--- src/pkg/lfmc_params.svh ---
// Purpose: offsets, field positions, reset values of the filter/margin bank
// Assumes: 8-bit register port, byte addressed by register number
// Notes:   definitions only
`ifndef LFMC_PARAMS_SVH
`define LFMC_PARAMS_SVH

// register offsets
`define LFMC_ADDR_CAP1       8'h53
`define LFMC_ADDR_RES3       8'h54
`define LFMC_ADDR_CAP3       8'h55
`define LFMC_ADDR_MARGIN     8'h56
`define LFMC_ADDR_STEP_BASE  8'h58
`define LFMC_ADDR_STEP_LAST  8'h67
`define LFMC_ADDR_SW_HI      8'h68
`define LFMC_ADDR_SW_LO      8'h69

// field positions
`define LFMC_CAP_MSB         2
`define LFMC_CAP_LSB         0
`define LFMC_RES_MSB         6
`define LFMC_RES_LSB         1
`define LFMC_FRAC_BIT        0
`define LFMC_STEP_MSB        6
`define LFMC_STEP_LSB        4
`define LFMC_SRC_MSB         3
`define LFMC_SRC_LSB         2

// reset values
`define LFMC_RST_CAP         3'h0
`define LFMC_RST_RES         6'h00
`define LFMC_RST_FRAC        1'h0
`define LFMC_RST_SRC         2'h0
`define LFMC_RST_SW          10'h000
`define LFMC_RST_STEP1       10'h0de
`define LFMC_RST_STEP2       10'h118
`define LFMC_RST_STEP3       10'h14b
`define LFMC_RST_NOMINAL_OFFSET_STEP       10'h186
`define LFMC_RST_STEP5       10'h1be
`define LFMC_RST_STEP6       10'h1fe
`define LFMC_RST_STEP7       10'h247
`define LFMC_RST_STEP8       10'h29e

// nominal step code
`define LFMC_NOMINAL_STEP    3'h3

`endif

--- src/pkg/lfmc_pkg.sv ---
// Purpose: types of the filter/margin register bank
// Assumes: constants come from lfmc_params.svh
// Notes:   none
package lfmc_pkg;

  typedef enum logic [1:0] {
    LFMC_SRC_GATED  = 2'h0,
    LFMC_SRC_SELECT = 2'h1,
    LFMC_SRC_SW     = 2'h2,
    LFMC_SRC_SPARE  = 2'h3
  } lfmc_src_t;

  typedef struct packed {
    logic [2:0] synth2FilterCapFirst;
    logic [5:0] synth2FilterResThird;
    logic [2:0] synth2FilterCapThird;
    logic       synth2FilterFracSelect;
  } lfmc_filter_t;

  typedef struct packed {
    logic       active;
    logic [2:0] step;
    logic [9:0] offset;
  } lfmc_margin_t;

endpackage

--- src/core/lfmc_regs.sv ---
// Purpose: second synthesizer loop filter and crystal margining registers
// Assumes: single clock, margin pins asynchronous to clk
// Notes:   read data valid only in the cycle after the read strobe
//
// Function
// - first filter capacitor: 3-bit RW code in bits [2:0].
// - third filter capacitor: 3-bit RW code, 5 pF per count.
// - third filter resistor: 6-bit RW code in bits [6:1].
// - bit [0] RW filter mode: 0 integer, 1 fractional, resets 0.
// - margin register bits [6:4] read the margin-select pin level after its two-flop synchroniser.
// - step codes 0..7 mean steps one..eight; code 3 is nominal.
// - source 0: margining enabled only while enable pin low.
// - source 0 with enable pin high applies nominal step four offset.
// - source 1: select pin picks step; enable pin ignored.
// - source 2: offset taken from software offset register.
// - eight 10-bit step offsets, split over two byte registers each.
`timescale 1ns/10ps
`default_nettype none
`include "lfmc_params.svh"

module lfmc_regs (
  // clock and reset
  input  wire logic                 clk,
  input  wire logic                 resetn,
  // register port
  input  wire logic [7:0]           addr,
  input  wire logic [7:0]           wdata,
  input  wire logic                 wr,
  input  wire logic                 rd,
  output var  logic [7:0]           rdata,
  // board margining pins
  input  wire logic                 marginEnablePin,
  input  wire logic [2:0]           marginSelectPin,
  // synthesizer and crystal controls
  output var  lfmc_pkg::lfmc_filter_t filterCfg,
  output var  lfmc_pkg::lfmc_margin_t marginOut
);
  import lfmc_pkg::*;

  localparam logic [9:0] SW_RST = `LFMC_RST_SW;

  localparam logic [9:0] STEP_RST [8] = '{
    `LFMC_RST_STEP1, `LFMC_RST_STEP2, `LFMC_RST_STEP3, `LFMC_RST_NOMINAL_OFFSET_STEP,
    `LFMC_RST_STEP5, `LFMC_RST_STEP6, `LFMC_RST_STEP7, `LFMC_RST_STEP8
  };

  // stored state
  lfmc_src_t  marginSrc;
  logic [1:0] stepHi [8];
  logic [7:0] stepLo [8];
  logic [1:0] swHi;
  logic [7:0] swLo;

  // pin synchronisers
  logic       enMeta;
  logic       enSync;
  logic [2:0] selMeta;
  logic [2:0] selSync;

  always_ff @(posedge clk or negedge resetn) begin
    if (!resetn) begin
      enMeta  <= 1'h1;
      enSync  <= 1'h1;
      selMeta <= `LFMC_NOMINAL_STEP;
      selSync <= `LFMC_NOMINAL_STEP;
    end else begin
      enMeta  <= marginEnablePin;
      enSync  <= enMeta;
      selMeta <= marginSelectPin;
      selSync <= selMeta;
    end
  end

  // write decode
  wire logic wrCap1   = wr && (addr == `LFMC_ADDR_CAP1);
  wire logic wrRes3   = wr && (addr == `LFMC_ADDR_RES3);
  wire logic wrCap3   = wr && (addr == `LFMC_ADDR_CAP3);
  wire logic wrMargin = wr && (addr == `LFMC_ADDR_MARGIN);
  wire logic wrSwHi   = wr && (addr == `LFMC_ADDR_SW_HI);
  wire logic wrSwLo   = wr && (addr == `LFMC_ADDR_SW_LO);

  // filter registers
  always_ff @(posedge clk or negedge resetn) begin
    if (!resetn) begin
      filterCfg.synth2FilterCapFirst   <= `LFMC_RST_CAP;
      filterCfg.synth2FilterResThird   <= `LFMC_RST_RES;
      filterCfg.synth2FilterCapThird   <= `LFMC_RST_CAP;
      filterCfg.synth2FilterFracSelect <= `LFMC_RST_FRAC;
    end else begin
      if (wrCap1) begin
        filterCfg.synth2FilterCapFirst <=
          wdata[`LFMC_CAP_MSB:`LFMC_CAP_LSB];
      end
      if (wrRes3) begin
        filterCfg.synth2FilterResThird <=
          wdata[`LFMC_RES_MSB:`LFMC_RES_LSB];
        filterCfg.synth2FilterFracSelect <= wdata[`LFMC_FRAC_BIT];
      end
      if (wrCap3) begin
        filterCfg.synth2FilterCapThird <=
          wdata[`LFMC_CAP_MSB:`LFMC_CAP_LSB];
      end
    end
  end

  // margin source and software offset
  always_ff @(posedge clk or negedge resetn) begin
    if (!resetn) begin
      marginSrc <= lfmc_src_t'(`LFMC_RST_SRC);
      swHi      <= SW_RST[9:8];
      swLo      <= SW_RST[7:0];
    end else begin
      if (wrMargin) begin
        marginSrc <= lfmc_src_t'(wdata[`LFMC_SRC_MSB:`LFMC_SRC_LSB]);
      end
      if (wrSwHi) begin
        swHi <= wdata[1:0];
      end
      if (wrSwLo) begin
        swLo <= wdata;
      end
    end
  end

  // step offset registers, high byte at even address
  genvar i;
  generate
    for (i = 0; i < 8; i++) begin : g_step
      localparam logic [7:0] HI_ADDR = `LFMC_ADDR_STEP_BASE + 8'(2 * i);
      wire logic wrHi = wr && (addr == HI_ADDR);
      wire logic wrLo = wr && (addr == (HI_ADDR + 8'h01));
      always_ff @(posedge clk or negedge resetn) begin
        if (!resetn) begin
          stepHi[i] <= STEP_RST[i][9:8];
          stepLo[i] <= STEP_RST[i][7:0];
        end else begin
          if (wrHi) begin
            stepHi[i] <= wdata[1:0];
          end
          if (wrLo) begin
            stepLo[i] <= wdata;
          end
        end
      end
    end
  endgenerate

  // offset selection
  wire logic [9:0] selOffset  = {stepHi[selSync], stepLo[selSync]};
  wire logic [9:0] nomOffset  = {stepHi[`LFMC_NOMINAL_STEP],
                                 stepLo[`LFMC_NOMINAL_STEP]};
  wire logic [9:0] swOffset   = {swHi, swLo};
  wire logic       srcSw      = (marginSrc == LFMC_SRC_SW);
  wire logic       srcSelect  = (marginSrc == LFMC_SRC_SELECT);
  // codes 0 and 3 both gate with the enable pin
  wire logic       srcGated   = !srcSw && !srcSelect;
  wire logic       gatedOn    = !enSync;
  wire logic       next_active = srcGated ? gatedOn : 1'h1;
  wire logic [9:0] next_offset =
    srcSw     ? swOffset :
    srcSelect ? selOffset :
    gatedOn   ? selOffset : nomOffset;

  always_ff @(posedge clk or negedge resetn) begin
    if (!resetn) begin
      marginOut.active <= 1'h0;
      marginOut.step   <= `LFMC_NOMINAL_STEP;
      marginOut.offset <= `LFMC_RST_NOMINAL_OFFSET_STEP;
    end else begin
      marginOut.active <= next_active;
      marginOut.step   <= (srcGated && !gatedOn) ?
                          `LFMC_NOMINAL_STEP : selSync;
      marginOut.offset <= next_offset;
    end
  end

  // read selection
  wire logic       inStep   = (addr >= `LFMC_ADDR_STEP_BASE) &&
                              (addr <= `LFMC_ADDR_STEP_LAST);
  wire logic [7:0] stepOff  = addr - `LFMC_ADDR_STEP_BASE;
  wire logic [2:0] stepIdx  = stepOff[3:1];
  wire logic [7:0] stepByte = stepOff[0] ? stepLo[stepIdx] :
                              {6'h00, stepHi[stepIdx]};
  wire logic [7:0] rdCap1   = {5'h00, filterCfg.synth2FilterCapFirst};
  wire logic [7:0] rdRes3   = {1'h0, filterCfg.synth2FilterResThird,
                               filterCfg.synth2FilterFracSelect};
  wire logic [7:0] rdCap3   = {5'h00, filterCfg.synth2FilterCapThird};
  wire logic [7:0] rdMargin = {1'h0, selSync, marginSrc, 2'h0};
  wire logic [7:0] next_rdata =
    !rd                          ? 8'h00 :
    (addr == `LFMC_ADDR_CAP1)    ? rdCap1 :
    (addr == `LFMC_ADDR_RES3)    ? rdRes3 :
    (addr == `LFMC_ADDR_CAP3)    ? rdCap3 :
    (addr == `LFMC_ADDR_MARGIN)  ? rdMargin :
    (addr == `LFMC_ADDR_SW_HI)   ? {6'h00, swHi} :
    (addr == `LFMC_ADDR_SW_LO)   ? swLo :
    inStep                       ? stepByte : 8'h00;

  always_ff @(posedge clk or negedge resetn) begin
    if (!resetn) begin
      rdata <= 8'h00;
    end else begin
      rdata <= next_rdata;
    end
  end

endmodule
`default_nettype wire

--- config.mk ---
export PLATFORM = sky130hd
export DESIGN_NAME = lfmc_regs
export DESIGN_NICKNAME = d
export VERILOG_FILES = /design/src/pkg/lfmc_pkg.sv /design/src/core/lfmc_regs.sv
export VERILOG_INCLUDE_DIRS = /design/src /design/src/pkg
export SDC_FILE = /design/constraint.sdc
export NUM_CORES = 1
export LEC_CHECK = 0
export ABC_AREA = 1
export BUFFER_PORTS_ARGS = -buffer_cell sky130_fd_sc_hd__buf_4
export CAP_MARGIN = 25
export CORE_MARGIN = 4
export CORE_UTILIZATION = 60
export CTS_BUF_LIST = sky130_fd_sc_hd__clkbuf_16
export DETAILED_ROUTE_END_ITERATION = 12
export PLACE_DENSITY = 0.84
export SETUP_SLACK_MARGIN = 0.3
export SLEW_MARGIN = 20
export SYNTH_ARGS = -nofsm -noshare
export SYNTH_HDL_FRONTEND = slang
export SYNTH_SLANG_ARGS = --single-unit
--- constraint.sdc ---
create_clock -name clk -period 2 [get_ports clk]
set_input_delay 0.4 -clock clk [delete_from_list [all_inputs] [get_ports clk]]
set_output_delay 0.4 -clock clk [all_outputs]
set_load 0.1 [all_outputs]
==> key figures <==
Synthesis
  – Syn Inst Count: 865
  – Sequential element share of the synthesized area: 0.508
  – Synth area leader: dfrtp_1
  – Synth top area share: 0.291
  – Post-synth EDFFs: 0
  – Post-Syn Area: 6790 sq um
  – Asr flop ratio synth: 1.00
  – Synth unique cells: 30
  – Ys flop type: dfrtp_1
  – Synth warn: 0
  – Syn nets: 891
  – Avg Cell Area, Syn: 7.85 sq um
  – Synth top area cells: dfrtp_1 (29%), dfstp_2 (22%), nand2_1 (15%)
  – #FFs+latches synth: 135

Floorplan
  – Die H: 114 um
  – DIE AREA: 13100 sq um
  – Top Ports: 59
  – Initial core utilization: 0.621
  – Rows: 38
  – Core ar.: 10900 sq um
  – Chip width: 114 um

Cells and area
  – Synth-to-layout area growth: 19.6%
  – Final non-filler cell total: 1091
  – # diodes: 0
  – Final #Nets: 964
  – Most common cell after layout, fill and taps aside: nand2_1
  – Share of layout cells above drive strength 1: 0.216
  – Filler instances: 801
  – Most frequent cells in the layout: nand2_1 (272), o21ai_0 (134), buf_4 (90)

Routing
  – Routed wire per std cell: 18.6 um
  – Antenna Nets Post-Route: 0
  – Drt total wl: 20300 um
  – First-pass iteration count of the detailed router: 6
  – Drt first-iter violations: 999
  – Vias per cell: 6.04
  – # DRC: 0
  – Routed vias: 6594

Critical path
  – Critical path class: reg2reg
  – Reg2reg setup slack: 370 ps
  – Critical path arrival: 1990 ps
  – Worst r2r dst: marginOut[7]$_DFF_PN1_
  – FF-to-FF Start: selSync[0]$_DFF_PN1_
  – R2R cell count: 8
  – Crit. End Element: flop
  – Worst Setup Start Kind: flop
  – Critical path required time: 2350 ps
  – Worst-path fanout max: 9

Global routing
  – Vias in the first global route: 5995
  – Initial antenna violation count: 0
  – GRT overflow: 0
  – Global-route wire length before repair: 32000 um
  – Largest net degree at the start of global routing: 60
  – Global Route Usage Sum: 0.318

Min path
  – Hold path start: marginSelectPin[1]
  – Worst min path class: in2reg
  – Hold Path End: selMeta[1]$_DFF_PN1_
  – Hold path cells: 1

Place
  – DPL Wire Length: 13200 um
  – Port Buffers: 58
  – Placed Cells: 1048
  – Worst slack, placed: 86.9 ps
  – GPL Wtd Cong: 0.953

Timing
  – Final setup violation count: 0
  – Final hold slack: 79.2 ps
  – Minimum clock period: 1630 ps
  – Slew Viols, Final: 0
  – Max-slew headroom: 0.648
  – Final setup margin: 366 ps
  – Worst Clk Skew: 9.53 ps
  – Hold Vio Cnt, Final: 0
  – Unrepaired setup endpoints after global routing: no
  – Worst slew pin tran: 527 ps
  – FMAX: 0.612 GHz
  – Post-Route Setup TNS: 0 ps
  – Crit share post-route: 0.817

Clock tree
  – Clk slew on worst S/H paths: 60 ps
  – Root buf cell: clkbuf_16
  – Clock Sinks: 135
  – Number of H-tree levels: 4
  – CTS tree: done
  – Inserted Clock Buffers: 17
  – Clock buffer depth: 2
  – Worst skew pair latency: 430 ps

Power
  – Power per cell area: 831 nW/um^2
  – Total power: 0.00674 W
  – Maximum VDD drop: 0.731 mV
  – P_leak: 3.55 nW

Job
  – Max-cap violations: 0

Status
  – Status: finished, final reports clean
[layout make-up]
| cell class | instances | area (sq um) | area share |
|---|---|---|---|
| Tap cell | 140 | 175 | 0.0216 |
| Timing Repair inverter | 1 | 5.00 | 0.000617 |
| Timing Repair Buffer | 99 | 842 | 0.104 |
| Inverter | 65 | 251 | 0.0310 |
| Clock inverter | 15 | 83.8 | 0.0103 |
| Clock buffer | 17 | 425 | 0.0524 |
| Multi-Input combinational cell | 619 | 2880 | 0.355 |
| Sequential cell | 135 | 3450 | 0.425 |
[flip-flops by register name, summed over array words and instances (netlist names)]
| name | flops |
|---|---|
| filterCfg | 13 |
| stepHi | 14 |
| marginOut | 14 |
| selSync | 3 |
| swHi | 2 |
| enMeta | 1 |
| selMeta | 3 |
| nomOffset | 10 |
| marginSrc | 2 |
| enSync | 1 |
| rdata | 8 |
| swLo | 8 |
| stepLo | 56 |
[worst max-delay path by stage]
stage	from	endpoint	slack, ps	cells past startpoint
after floorplan	addr[1]	filterCfg[6]$_DFFE_PN0P_	430	8
after global placement	addr[3]	rdata[6]$_DFF_PN0_	120	10
after detailed placement	addr[3]	rdata[5]$_DFF_PN0_	90	10
after CTS	selSync[0]$_DFF_PN1_	marginOut[2]$_DFF_PN1_	300	6
after global routing	marginSrc[1]$_DFFE_PN0P_	marginOut[5]$_DFF_PN0_	290	8
final	selSync[0]$_DFF_PN1_	marginOut[7]$_DFF_PN1_	370	8
[cell families after synthesis]
group / count (synthesis) / synth area share
adders and majority gates: 2 / 0.00369
and+or+nand+nor: 394 / 0.251
buffers and inverters: 111 / 0.0675
AOI/OAI and AO/OA: 223 / 0.170
DFF: 135 / 0.508
[repair_timing]
action | 4_1_cts | 5_1_grt
gates resized for setup | 1 | 4
pin swaps | 0 | 2
hold buffers | 1 | 0
buffers inserted | 2 | 6
cloned | 0 | 2
hold endpoints to repair | 18 | 0
endpoints found under the setup margin | 2 | 10
[cells in the mapped netlist (2+ instances only)]
cell,instances
buf_4,2
buf_1,2
o21ai_0,136
nor2_1,25
dfrtp_1,79
buf_6,3
nor3_4,2
nand3_1,64
nand3_2,3
nand2_1,272
inv_2,8
nor2_4,2
ha_1,2
o211ai_1,12
nand2_2,5
nor2_2,5
nor3_1,3
dfstp_2,56
a21oi_1,40
clkbuf_1,30
a31oi_1,3
buf_2,9
o21ai_1,30
nand4_1,10
inv_1,57
[worst max-delay path, cell delays in order, from the launching register on]
cell        delay (ps)
dfstp_2            610
clkinvlp_4         170
buf_4              210
nand2_1             60
nand3_1            140
nand3_1            130
nand3_1             80
o211ai_1            80
nand2_1             80
[power breakdown]
| group | internal, W | total, W | switching [W] |
|---|---|---|---|
| logic | 0.000279 | 0.00101 | 0.000729 |
| registers | 0.00291 | 0.00301 | 0.0000996 |
| clock network | 0.00164 | 0.00272 | 0.00108 |
| total | 0.00483 | 0.00674 | 0.00191 |
[routing by layer]
layer  vias up  part of all wire  track usage
li1       3007                 -            -
met1      3051              0.41        0.450
met2       459              0.45        0.474
met3        77              0.11       0.0782
met4         0             0.035        0.130
met5         -                 0            0
[through the flow]
stage,utilization,area (sq um)
CTS,0.735,8030
global route,0.742,8110
detailed placement,0.684,7480
floorplan,-,6790
global placement,0.684,7480
finish,0.742,8110
(Power assumes the default switching activity.)
